## src/fec_pkg.sv

```systemverilog
// Shared constants, register map and state types of the flash EEPROM emulation controller
package fec_pkg;
    // Register indices on the plain register port
    localparam logic [3:0] REG_ADDR_LO = 4'h0;
    localparam logic [3:0] REG_ADDR_HI = 4'h1;
    localparam logic [3:0] REG_DATA = 4'h2;
    localparam logic [3:0] REG_CMD = 4'h3;
    localparam logic [3:0] REG_CFG = 4'h4;
    localparam logic [3:0] REG_CACHE0 = 4'h5;
    localparam logic [3:0] REG_CACHE3 = 4'h8;
    localparam logic [3:0] REG_STAT = 4'h9;
    // Field positions
    localparam int CMD_ARM_BIT = 4;
    localparam int CMD_GO_BIT = 5;
    localparam int CMD_RG_BIT = 6;
    localparam int CFG_CONT_BIT = 0;
    localparam int CFG_LEAD_BIT = 1;
    localparam int CFG_TRAIL_BIT = 2;
    localparam int CFG_SIZE_LSB = 3;
    // Values after reset
    localparam logic [15:0] ADDR_RST = 16'h0000;
    localparam logic [7:0] CFG_RST = 8'h06;
    localparam logic [3:0] OP_RST = 4'h0;
    localparam logic [7:0] CACHE_RST = 8'hFF;
    // Arm window length in cycles
    localparam logic [2:0] ARM_CYCLES = 3'h4;
    // Operation select encodings
    localparam logic [2:0] OP_MODE_BYTE = 3'h0;
    localparam logic [2:0] OP_MODE_WORD = 3'h2;
    localparam logic [1:0] OP_PF_ERASE = 2'h1;
    localparam logic [1:0] OP_PF_PROG = 2'h2;
    // Page layout: status in the upper half of the last word of a page
    localparam logic [15:0] STAT_VALID = 16'hA5C3;
    localparam logic [15:0] STAT_RETIRED = 16'h0000;
    localparam logic [15:0] HALF_ONES = 16'hFFFF;
    localparam logic [31:0] WORD_ONES = 32'hFFFFFFFF;
    localparam logic [7:0] WORD_FIRST = 8'h00;
    localparam logic [7:0] WORD_LAST = 8'hFF;
    // First flash page of the emulation pairs
    localparam logic [4:0] EMU_BASE_PAGE = 5'h18;

    typedef enum logic [4:0] {
        ST_BOOT_RD = 5'b00000,
        ST_BOOT_CHK = 5'b00001,
        ST_IDLE = 5'b00010,
        ST_EMU_GO = 5'b00011,
        ST_MRG_RD = 5'b00100,
        ST_MRG_CAP = 5'b00101,
        ST_ERASE = 5'b00110,
        ST_CP_SEL = 5'b00111,
        ST_CP_RD1 = 5'b01000,
        ST_CP_RD2 = 5'b01001,
        ST_CP_CHK = 5'b01010,
        ST_CP_NEXT = 5'b01011,
        ST_RETIRE = 5'b01100,
        ST_PROG = 5'b01101,
        ST_WAIT = 5'b01110,
        ST_DONE = 5'b01111,
        ST_READ = 5'b10000,
        ST_RD_CAP = 5'b10001
    } fec_state_t;

    typedef enum logic [0:0] {
        JOB_EMU = 1'b0,
        JOB_PF = 1'b1
    } fec_job_t;
endpackage

```

## src/fec_cache_if.sv

```systemverilog
// Signals between the controller and its word cache
`timescale 1ns/100ps
interface fec_cache_if;
    logic word_we;
    logic [3:0] word_be;
    logic [31:0] word_wd;
    logic byte_we;
    logic [1:0] byte_idx;
    logic [7:0] byte_wd;
    logic [31:0] word_q;

    modport ctrl (output word_we, output word_be, output word_wd, output byte_we,
                  output byte_idx, output byte_wd, input word_q);
    modport store (input word_we, input word_be, input word_wd, input byte_we,
                   input byte_idx, input byte_wd, output word_q);
endinterface

```

## src/fec_flash_eeprom_ctrl.sv

```systemverilog
// Flash controller emulating an EEPROM by page swap and programming program flash
// What this block does
// - Four-byte cache forms new data words, not copies or status.
// - Byte mode merges written byte with flash word.
// - Cache bytes via data port or aliases.
// - Last two page bytes hold status only.
// - Erase swap, copy lead, data, trail.
// - Status written last, making swap current.
// - Each emulated page uses two flash pages.
// - Continuous mode writes swap directly, no copy.
// - Final non-continuous write copies and updates status.
// - Program writes whole words, ignore bits 1:0.
// - Program flash: 1K page erase, words only.
// - No continuous mode for program flash.
// - Address bits 14:10 select erased page.
// - Operation 1X01 selects program page erase.
// - Arm then go within four cycles starts.
// - Address register gives target and page.
// - Stall processor while go operation runs; reads do not.
// - Mode 000 byte, 010 word.
// - Read data valid within two cycles.
// - Emulated write erases swap automatically.
`timescale 1ns/100ps
module fec_flash_eeprom_ctrl
    import fec_pkg::*;
(
    input wire logic mclk,
    input wire logic rstn,
    input wire logic [3:0] reg_addr,
    input wire logic [7:0] reg_wdata,
    input wire logic reg_wr,
    input wire logic reg_rd,
    output logic [7:0] reg_rdata,
    output logic [12:0] fl_addr,
    output logic [31:0] fl_wdata,
    output logic fl_rd,
    output logic fl_wr,
    output logic fl_erase,
    input wire logic [31:0] fl_rdata,
    input wire logic fl_done,
    output logic cpu_stall
);
    fec_cache_if cif();
    fec_word_cache u_cache (.mclk(mclk), .rstn(rstn), .cif(cif));

    logic [15:0] addr_q;
    logic [7:0] cfg_q;
    logic [3:0] op_q;
    logic [2:0] arm_cnt_q;
    logic go_q;
    logic [7:0] rdata_q;
    logic [7:0] rd_mux;
    fec_state_t state_q, state_d, ret_q, ret_d;
    fec_job_t job_q, job_d;
    logic [12:0] fa_q, fa_d;
    logic [31:0] fd_q, fd_d, hold_q, hold_d;
    logic [7:0] idx_q, idx_d, tgt_q, tgt_d;
    logic [1:0] pair_q, pair_d;
    logic [3:0] sel_q, sel_d;
    logic byte_q, byte_d, cont_q, cont_d, cerased_q, cerased_d;

    // Register port decode
    wire cmd_wr = reg_wr && (reg_addr == REG_CMD);
    wire go_wr = cmd_wr && reg_wdata[CMD_GO_BIT];
    wire arm_wr = cmd_wr && reg_wdata[CMD_ARM_BIT] && !reg_wdata[CMD_GO_BIT];
    wire arm_live = (arm_cnt_q != 3'h0);
    wire data_wr = reg_wr && (reg_addr == REG_DATA);
    wire cache_sel = (reg_addr >= REG_CACHE0) && (reg_addr <= REG_CACHE3);
    wire cache_wr = reg_wr && cache_sel;
    wire [3:0] cache_off = reg_addr - REG_CACHE0;
    wire [3:0] wop = reg_wdata[3:0];
    wire op_byte = (wop[3:1] == OP_MODE_BYTE);
    wire op_word = (wop[3:1] == OP_MODE_WORD);
    wire op_perase = wop[3] && (wop[1:0] == OP_PF_ERASE);
    wire op_pprog = wop[3] && (wop[1:0] == OP_PF_PROG);

    // address register splits into pair and word
    wire [1:0] a_pair = addr_q[11:10];
    wire [7:0] a_word = addr_q[9:2];
    wire pair_ok = (a_pair <= cfg_q[CFG_SIZE_LSB +: 2]);
    wire rsvd_byte = op_byte && (a_word == WORD_LAST) && addr_q[1];
    wire emu_ok = (op_byte || op_word) && pair_ok && !rsvd_byte;
    wire idle = (state_q == ST_IDLE);
    // go counts only inside the arm window
    wire start_go = idle && go_wr && arm_live && (emu_ok || op_perase || op_pprog);
    wire start_rd = idle && cmd_wr && reg_wdata[CMD_RG_BIT] && !reg_wdata[CMD_GO_BIT]
                    && (op_byte || op_word) && pair_ok;
    wire rd_busy = (state_q == ST_READ) || (state_q == ST_RD_CAP);
    wire busy = !idle && !rd_busy;

    // two flash pages per emulated page
    wire [4:0] a_cur_pg = EMU_BASE_PAGE + {2'b00, a_pair, sel_q[a_pair]};
    wire [4:0] cur_pg = EMU_BASE_PAGE + {2'b00, pair_q, sel_q[pair_q]};
    wire [4:0] swp_pg = EMU_BASE_PAGE + {2'b00, pair_q, ~sel_q[pair_q]};
    wire [1:0] pair_nx = pair_q + 2'h1;
    wire idx_last = (idx_q == WORD_LAST);
    wire copy_on = (idx_q < tgt_q) ? cfg_q[CFG_LEAD_BIT] : cfg_q[CFG_TRAIL_BIT];
    wire [31:0] cache_word = cif.word_q;
    // user data never reaches the status half
    wire [31:0] tgt_word = idx_last ? {HALF_ONES, cache_word[15:0]} : cache_word;
    wire [31:0] rd_masked = (fa_q[7:0] == WORD_LAST) ? {HALF_ONES, fl_rdata[15:0]} : fl_rdata;

    assign cif.word_we = (state_q == ST_MRG_CAP) || (state_q == ST_RD_CAP);
    // merge keeps the byte software wrote
    assign cif.word_be = (state_q == ST_MRG_CAP) ? ~(4'h1 << addr_q[1:0]) : 4'hF;
    assign cif.word_wd = rd_masked;
    // data port indexed by address, or direct aliases
    assign cif.byte_we = data_wr || cache_wr;
    assign cif.byte_idx = data_wr ? addr_q[1:0] : cache_off[1:0];
    assign cif.byte_wd = reg_wdata;

    wire [1:0] rd_lane = (reg_addr == REG_DATA) ? addr_q[1:0] : cache_off[1:0];
    wire [7:0] cache_byte = cache_word[8*rd_lane +: 8];
    wire [7:0] cmd_rd = {1'b0, rd_busy, go_q, arm_live, op_q};
    wire [7:0] stat_rd = {busy, (state_q > ST_BOOT_CHK), 2'b00, sel_q};

    always_comb
    begin
        case (reg_addr)
            REG_ADDR_LO: rd_mux = addr_q[7:0];
            REG_ADDR_HI: rd_mux = addr_q[15:8];
            REG_CMD: rd_mux = cmd_rd;
            REG_CFG: rd_mux = cfg_q;
            REG_STAT: rd_mux = stat_rd;
            default: rd_mux = (cache_sel || (reg_addr == REG_DATA)) ? cache_byte : 8'h00;
        endcase
    end

    always_ff @(posedge mclk)
    begin
        if (!rstn)
        begin
            addr_q <= ADDR_RST;
            cfg_q <= CFG_RST;
            op_q <= OP_RST;
            rdata_q <= 8'h00;
        end
        else
        begin
            if (reg_wr && (reg_addr == REG_ADDR_LO))
                addr_q[7:0] <= reg_wdata;
            if (reg_wr && (reg_addr == REG_ADDR_HI))
                addr_q[15:8] <= reg_wdata;
            if (reg_wr && (reg_addr == REG_CFG))
                cfg_q <= reg_wdata;
            if (cmd_wr)
                op_q <= wop;
            rdata_q <= reg_rd ? rd_mux : 8'h00;
        end
    end

    always_ff @(posedge mclk)
    begin
        if (!rstn)
        begin
            arm_cnt_q <= 3'h0;
            go_q <= 1'b0;
        end
        else
        begin
            if (arm_wr)
                arm_cnt_q <= ARM_CYCLES;
            else if (go_wr || !arm_live)
                arm_cnt_q <= 3'h0;
            else
                arm_cnt_q <= arm_cnt_q - 3'h1;
            // go drops when the operation ends
            if (start_go)
                go_q <= 1'b1;
            else if (state_q == ST_DONE)
                go_q <= 1'b0;
        end
    end

    always_comb
    begin
        state_d = state_q;
        ret_d = ret_q;
        job_d = job_q;
        fa_d = fa_q;
        fd_d = fd_q;
        hold_d = hold_q;
        idx_d = idx_q;
        tgt_d = tgt_q;
        pair_d = pair_q;
        sel_d = sel_q;
        byte_d = byte_q;
        cont_d = cont_q;
        cerased_d = cerased_q;
        case (state_q)
            ST_BOOT_RD: state_d = ST_BOOT_CHK;
            ST_BOOT_CHK:
            begin
                sel_d[pair_q] = (fl_rdata[31:16] != STAT_VALID);
                pair_d = pair_nx;
                fa_d = {EMU_BASE_PAGE + {2'b00, pair_nx, 1'b0}, WORD_LAST};
                state_d = (pair_q == 2'h3) ? ST_IDLE : ST_BOOT_RD;
            end
            ST_IDLE:
            begin
                if (start_rd)
                begin
                    fa_d = {a_cur_pg, a_word};
                    state_d = ST_READ;
                end
                else if (start_go && op_perase)
                begin
                    // page from bits 14:10, whole 1K page
                    job_d = JOB_PF;
                    fa_d = {addr_q[14:10], WORD_FIRST};
                    ret_d = ST_DONE;
                    state_d = ST_ERASE;
                end
                else if (start_go && op_pprog)
                begin
                    // word address, bits 1:0 dropped, one word per start
                    job_d = JOB_PF;
                    fa_d = addr_q[14:2];
                    fd_d = cache_word;
                    ret_d = ST_DONE;
                    state_d = ST_PROG;
                end
                else if (start_go)
                begin
                    job_d = JOB_EMU;
                    pair_d = a_pair;
                    tgt_d = a_word;
                    byte_d = op_byte;
                    cont_d = cfg_q[CFG_CONT_BIT];
                    state_d = ST_EMU_GO;
                end
            end
            ST_EMU_GO:
            begin
                // continuous mode visits the target word only
                idx_d = cont_q ? tgt_q : WORD_FIRST;
                if (byte_q)
                begin
                    fa_d = {cur_pg, tgt_q};
                    state_d = ST_MRG_RD;
                end
                else if (cerased_q)
                    state_d = ST_CP_SEL;
                else
                begin
                    // swap page erased without a command
                    fa_d = {swp_pg, WORD_FIRST};
                    ret_d = ST_CP_SEL;
                    cerased_d = cont_q;
                    state_d = ST_ERASE;
                end
            end
            ST_MRG_RD: state_d = ST_MRG_CAP;
            ST_MRG_CAP:
            begin
                byte_d = 1'b0;
                state_d = ST_EMU_GO;
            end
            ST_CP_SEL:
            begin
                // walk lead region, new data, trail region
                if (idx_q == tgt_q)
                begin
                    fa_d = {swp_pg, idx_q};
                    fd_d = tgt_word;
                    ret_d = ST_CP_NEXT;
                    state_d = ST_PROG;
                end
                else if (copy_on)
                begin
                    fa_d = {cur_pg, idx_q};
                    state_d = ST_CP_RD1;
                end
                else
                    state_d = ST_CP_NEXT;
            end
            ST_CP_RD1:
            begin
                fa_d = {swp_pg, idx_q};
                state_d = ST_CP_RD2;
            end
            ST_CP_RD2:
            begin
                hold_d = rd_masked;
                state_d = ST_CP_CHK;
            end
            ST_CP_CHK:
            begin
                // Words already written during a continuous run are kept
                if ((fl_rdata == WORD_ONES) && (hold_q != WORD_ONES))
                begin
                    fd_d = hold_q;
                    ret_d = ST_CP_NEXT;
                    state_d = ST_PROG;
                end
                else
                    state_d = ST_CP_NEXT;
            end
            ST_CP_NEXT:
            begin
                if (cont_q)
                    state_d = ST_DONE;
                else if (idx_last)
                begin
                    // new status only after the trail copy
                    fa_d = {swp_pg, WORD_LAST};
                    fd_d = {STAT_VALID, HALF_ONES};
                    ret_d = ST_RETIRE;
                    state_d = ST_PROG;
                end
                else
                begin
                    idx_d = idx_q + 8'h01;
                    state_d = ST_CP_SEL;
                end
            end
            ST_RETIRE:
            begin
                fa_d = {cur_pg, WORD_LAST};
                fd_d = {STAT_RETIRED, HALF_ONES};
                sel_d[pair_q] = ~sel_q[pair_q];
                ret_d = ST_DONE;
                state_d = ST_PROG;
            end
            ST_PROG: state_d = ST_WAIT;
            ST_ERASE: state_d = ST_WAIT;
            ST_WAIT: state_d = fl_done ? ret_q : ST_WAIT;
            ST_DONE:
            begin
                // the final non-continuous write closes the run
                if ((job_q == JOB_EMU) && !cont_q)
                    cerased_d = 1'b0;
                state_d = ST_IDLE;
            end
            ST_READ: state_d = ST_RD_CAP;
            ST_RD_CAP: state_d = ST_IDLE;
            default: state_d = ST_IDLE;
        endcase
    end

    always_ff @(posedge mclk)
    begin
        if (!rstn)
        begin
            state_q <= ST_BOOT_RD;
            ret_q <= ST_IDLE;
            job_q <= JOB_EMU;
            fa_q <= {EMU_BASE_PAGE, WORD_LAST};
            fd_q <= WORD_ONES;
            hold_q <= WORD_ONES;
            {idx_q, tgt_q, pair_q, sel_q} <= 22'h000000;
            {byte_q, cont_q, cerased_q} <= 3'h0;
        end
        else
        begin
            state_q <= state_d;
            ret_q <= ret_d;
            job_q <= job_d;
            fa_q <= fa_d;
            fd_q <= fd_d;
            hold_q <= hold_d;
            {idx_q, tgt_q, pair_q, sel_q} <= {idx_d, tgt_d, pair_d, sel_d};
            {byte_q, cont_q, cerased_q} <= {byte_d, cont_d, cerased_d};
        end
    end

    assign reg_rdata = rdata_q;
    assign fl_addr = fa_q;
    assign fl_wdata = fd_q;
    assign fl_rd = (state_q == ST_BOOT_RD) || (state_q == ST_MRG_RD) || (state_q == ST_CP_RD1)
                   || (state_q == ST_CP_RD2) || (state_q == ST_READ);
    assign fl_wr = (state_q == ST_PROG);
    assign fl_erase = (state_q == ST_ERASE);
    // processor held while a go operation runs; reads do not stall
    assign cpu_stall = busy;
endmodule

```

## src/fec_word_cache.sv

```systemverilog
// Four-byte word cache with byte and masked word loading
`timescale 1ns/100ps
module fec_word_cache
    import fec_pkg::*;
(
    input wire logic mclk,
    input wire logic rstn,
    fec_cache_if.store cif
);
    genvar i;
    generate
        for (i = 0; i < 4; i++)
        begin : g_byte
            logic [7:0] byte_q;
            // Word load from flash wins over a software byte write
            always_ff @(posedge mclk)
            begin
                if (!rstn)
                    byte_q <= CACHE_RST;
                else if (cif.word_we && cif.word_be[i])
                    byte_q <= cif.word_wd[8*i +: 8];
                else if (cif.byte_we && (cif.byte_idx == i))
                    byte_q <= cif.byte_wd;
            end
            assign cif.word_q[8*i +: 8] = byte_q;
        end
    endgenerate
endmodule

```

## config.mk

```make
export PLATFORM = sky130hd
export DESIGN_NAME = fec_flash_eeprom_ctrl
export DESIGN_NICKNAME = d
export VERILOG_FILES = /design/src/fec_pkg.sv /design/src/fec_cache_if.sv /design/src/fec_flash_eeprom_ctrl.sv /design/src/fec_word_cache.sv
export SDC_FILE = /design/constraint.sdc
export NUM_CORES = 1
export LEC_CHECK = 0
export BUFFER_PORTS_ARGS = -buffer_cell sky130_fd_sc_hd__clkbuf_2
export CORE_MARGIN = 2
export CORE_UTILIZATION = 50
export DETAILED_ROUTE_END_ITERATION = 8
export PLACE_DENSITY_LB_ADDON = 0.2
export RECOVER_POWER = 50
export SYNTH_ARGS = -nofsm -noshare
export SYNTH_HDL_FRONTEND = slang
export SYNTH_SLANG_ARGS = --single-unit
export TNS_END_PERCENT = 5
```

## constraint.sdc

```tcl
create_clock -name mclk -period 2.8 [get_ports mclk]
set_clock_uncertainty 0.2 [all_clocks]
set_input_delay 0 -clock mclk [delete_from_list [all_inputs] [get_ports mclk]]
set_output_delay 0 -clock mclk [all_outputs]
set_load 0.02 [all_outputs]
```

==> flow_summary.ini <==
[timing]
timing.hold.ws_ns = 0.117
timing.final.max_slew_violations = 0
relSlewSlack_pct = 29.2
setup_repair_after_global_routing_missed_its_margin = no
max_clock_freq_mhz = 360
min_period_ns = 2.78
finalSetupTns_ns = 0
finalSetupViolCount = 0
final_hold_viol_count = 0
min_period_over_period_pct = 99.1
worst_pin_slew_ns = 1.06

[cells_and_area]
diodes = 0
area_growth_syn_to_layout_pct = 22.3
final_layout_size_suffix_gt1_share_pct = 15.5
final_net_count = 1421
num-fill-cells = 1689

[min_path]
whs_path_depth = 6
hold_path_class = in -> reg

[drt]
first_iter_violations = 1259
wirelength_um = 32600
vias = 9873
wire_per_inst_um = 20.1
drc = 0
ant_nets = 0
drt_pass1_iterations = 6
drt-vias-per-instance = 6.08

[yosys]
yosys.area_share.simple_pct = 23.2
synth_enable_flop_cells = 0
post_synthesis_sequential_element_count = 184
syn-mean-instance-area_um2 = 8.19
synth_top_family_by_area = simple AND/OR/NAND/NOR gates
compound_cell_area_share_of_the_yosys_netlist_pct = 19.8
mappedNetlistArea_mm2 = 0.00970
ys_seq_area_share_pct = 38.0
post_synthesis_cell_type_count = 78
synth_adder_area_share_pct = 2.71
syn_inst = 1185
synth_async_sr_flop_share_pct = 0
synth.mux.area_fraction_pct = 11.7
yosys.area_share.xor_xnor_pct = 0.0903
syn_nets = 1255
synthFlopType = dfxtp_1
synthesis.yosys.warnings = 0

[critical_path]
crit_fanout = 17
crit_arrival_ns = 2.88
critPathCaptureType = flop
timing.critical_path.from_type = flop
criticalPathCategory = reg -> reg
timing.critical_path.required_ns = 2.90
r2r.worst_path.cells = 7

[grt]
first_global_vias = 8965
global_route.usage.total_pct = 31.6
grt_remaining_overflow = 0
global_route_wire_length_before_repair_um = 50100
grt_antenna_before_repair = 0
grt_start_max_net_pins = 71

[place]
detailed_place_hpwl_um = 22700
numPortBuffers = 105
gpl.final_weighted_congestion = 1.02

[floorplanning]
std_cell_rows = 50
floorplan.die.height_um = 143
pin_count = 106
dieWidth_um = 143
coreArea_mm2 = 0.0189
floorplan.die_area_mm2 = 0.0205
starting_density_pct = 51.3

[pwr]
power_density_mw_per_mm2 = 581
vdd_drop_max_mv = 0.482
p_leak_nw = 4.77

[clocking]
h-tree-depth = 4
post_cts_buffers = 0
cts_root_buf = clkbuf_16
maximum_root_to_sink_buffer_count = 2
tritoncts_num_sinks = 184
tritoncts_clock_tree = built
worstSkewPairLatency_ns = 0.45
clkSlewWorstSetupHoldPaths_ns = 0.07
cts_made_buffers = 17

[job]
count_of_max_cap_constraint_violations = 0

[status]
outcome = finished, final reports clean
-- worst paths after layout --
kind	from	to	slack, ns
worst max-delay path	state_q[2]$_SDFFE_PN0P_	fl_wdata[2]$_SDFFE_PN1P_	0.02
worst min register to register	arm_cnt_q[0]$_SDFF_PP0_	arm_cnt_q[0]$_SDFF_PP0_	0.22
worst max register to register	state_q[2]$_SDFFE_PN0P_	fl_wdata[2]$_SDFFE_PN1P_	0.02
worst min-delay path	reg_addr[1]	reg_rdata[5]$_SDFF_PN0_	0.12
-- through the flow --
step / cell area, µm² / worst slack (ns) / util [%] / std cells / power, mW
6_report: 11900 / 0.0239 / 62.8 / 1624 / 6.89
5_1_grt: 11900 / 0.00250 / 62.8 / 1624 / 7.12
4_1_cts: 11900 / 0.0416 / 62.9 / 1624 / 6.82
3_5_place_dp: 10800 / 0.0925 / 57.3 / 1545 / 4.39
3_3_place_gp: 10800 / 0.140 / 57.3 / 1545 / 4.38
2_1_floorplan: 9700 / 0.178 / - / 1185 / 3.84
-- cell usage after synthesis (27+ instances only) --
| cell type | n | area share (%) |
|---|---|---|
| nand2_1 | 225 | 8.7 |
| dfxtp_1 | 184 | 38 |
| nor2_1 | 101 | 3.9 |
| mux2i_1 | 73 | 7.5 |
| a21oi_1 | 71 | 3.7 |
| clkbuf_1 | 70 | 2.7 |
| o21ai_0 | 41 | 2.1 |
| nand3_1 | 35 | 1.8 |
| a221oi_1 | 28 | 2.5 |
| o211ai_1 | 27 | 2.1 |
-- area by class of cell --
| class | instances | area (µm²) | area share [%] |
|---|---|---|---|
| Clock buffer | 18 | 429 | 3.62 |
| Timing Repair Buffer | 231 | 1530 | 12.9 |
| Sequential cell | 184 | 3690 | 31.1 |
| Inverter | 23 | 86.3 | 0.728 |
| Clock inverter | 14 | 163 | 1.37 |
| Multi-Input combinational cell | 894 | 5640 | 47.6 |
| Tap cell | 260 | 325 | 2.74 |
-- sequential cells by signal (all words and copies together), names as in the netlist, 13 cells and up --
signal,flops
hold_q,32
fl_wdata,32
u_cache.g_byte.byte_q,32
fl_addr,13
addr_q,16
-- timing repair --
item,CTS,global route
hold buffers,47,0
setup endpoints to repair,0,48
hold endpoints to repair,131,0
gates resized for setup,0,12
-- cell families (layout without fill, tap and decap cells) --
| logic type | count (synthesis) | count (layout) |
|---|---|---|
| AOI/OAI and AO/OA | 283 | 283 |
| xor gates and xnor gates | 1 | 1 |
| adders and majority gates | 21 | 21 |
| and+or+nand+nor | 489 | 489 |
| DFF | 184 | 184 |
| muxes | 100 | 100 |
| buffers and inverters | 107 | 286 |
-- where the power goes --
part,switching [mW],leakage [nW],internal [mW]
combinational,0.990,3.00,0.597
clock,1.17,0.279,1.27
sequential,0.118,1.49,2.74
total,2.28,4.77,4.61
-- worst max-delay path, stage by stage (launching register included) --
cell and delay [ns]:
dfxtp_1 0.43, buf_4 0.26, or3b_1 0.18, nor2_2 0.05, buf_4 0.16, or3_1 0.69, a221oi_1 0.51, mux2i_1 0.14
-- per-layer routing --
layer | part of all wire [%] | track usage, % | vias to the layer above
met1 | 44 | 45.8 | 4607
met2 | 44 | 47.4 | 569
li1 | - | - | 4623
met5 | 0 | 0 | -
met3 | 9.1 | 5.23 | 74
met4 | 2.8 | 11.1 | 0
-- placed cells by master, fill, tap and decap left out, types with 10 or more instances in the layout --
| master | n |
|---|---|
| o21a_1 | 11 |
| clkbuf_1 | 60 |
| buf_4 | 73 |
| nand2_1 | 225 |
| nand3_1 | 35 |
| a211oi_1 | 11 |
| a21oi_1 | 70 |
| inv_1 | 22 |
| nor2_1 | 99 |
| a22oi_1 | 13 |
| nor3b_1 | 12 |
| clkbuf_16 | 17 |
| nor3_1 | 22 |
| a21boi_0 | 10 |
| o21ai_1 | 10 |
| o211ai_1 | 27 |
| dlygate4sd3_1 | 47 |
| o21ai_0 | 41 |
| mux2i_1 | 73 |
| clkbuf_2 | 50 |
| nand4_1 | 22 |
| a31oi_1 | 11 |
| ha_1 | 21 |
| a221oi_1 | 27 |
| dfxtp_1 | 182 |
| nor4_1 | 11 |
| mux2_2 | 18 |
Note: power is estimated with default switching activity, not from simulation.
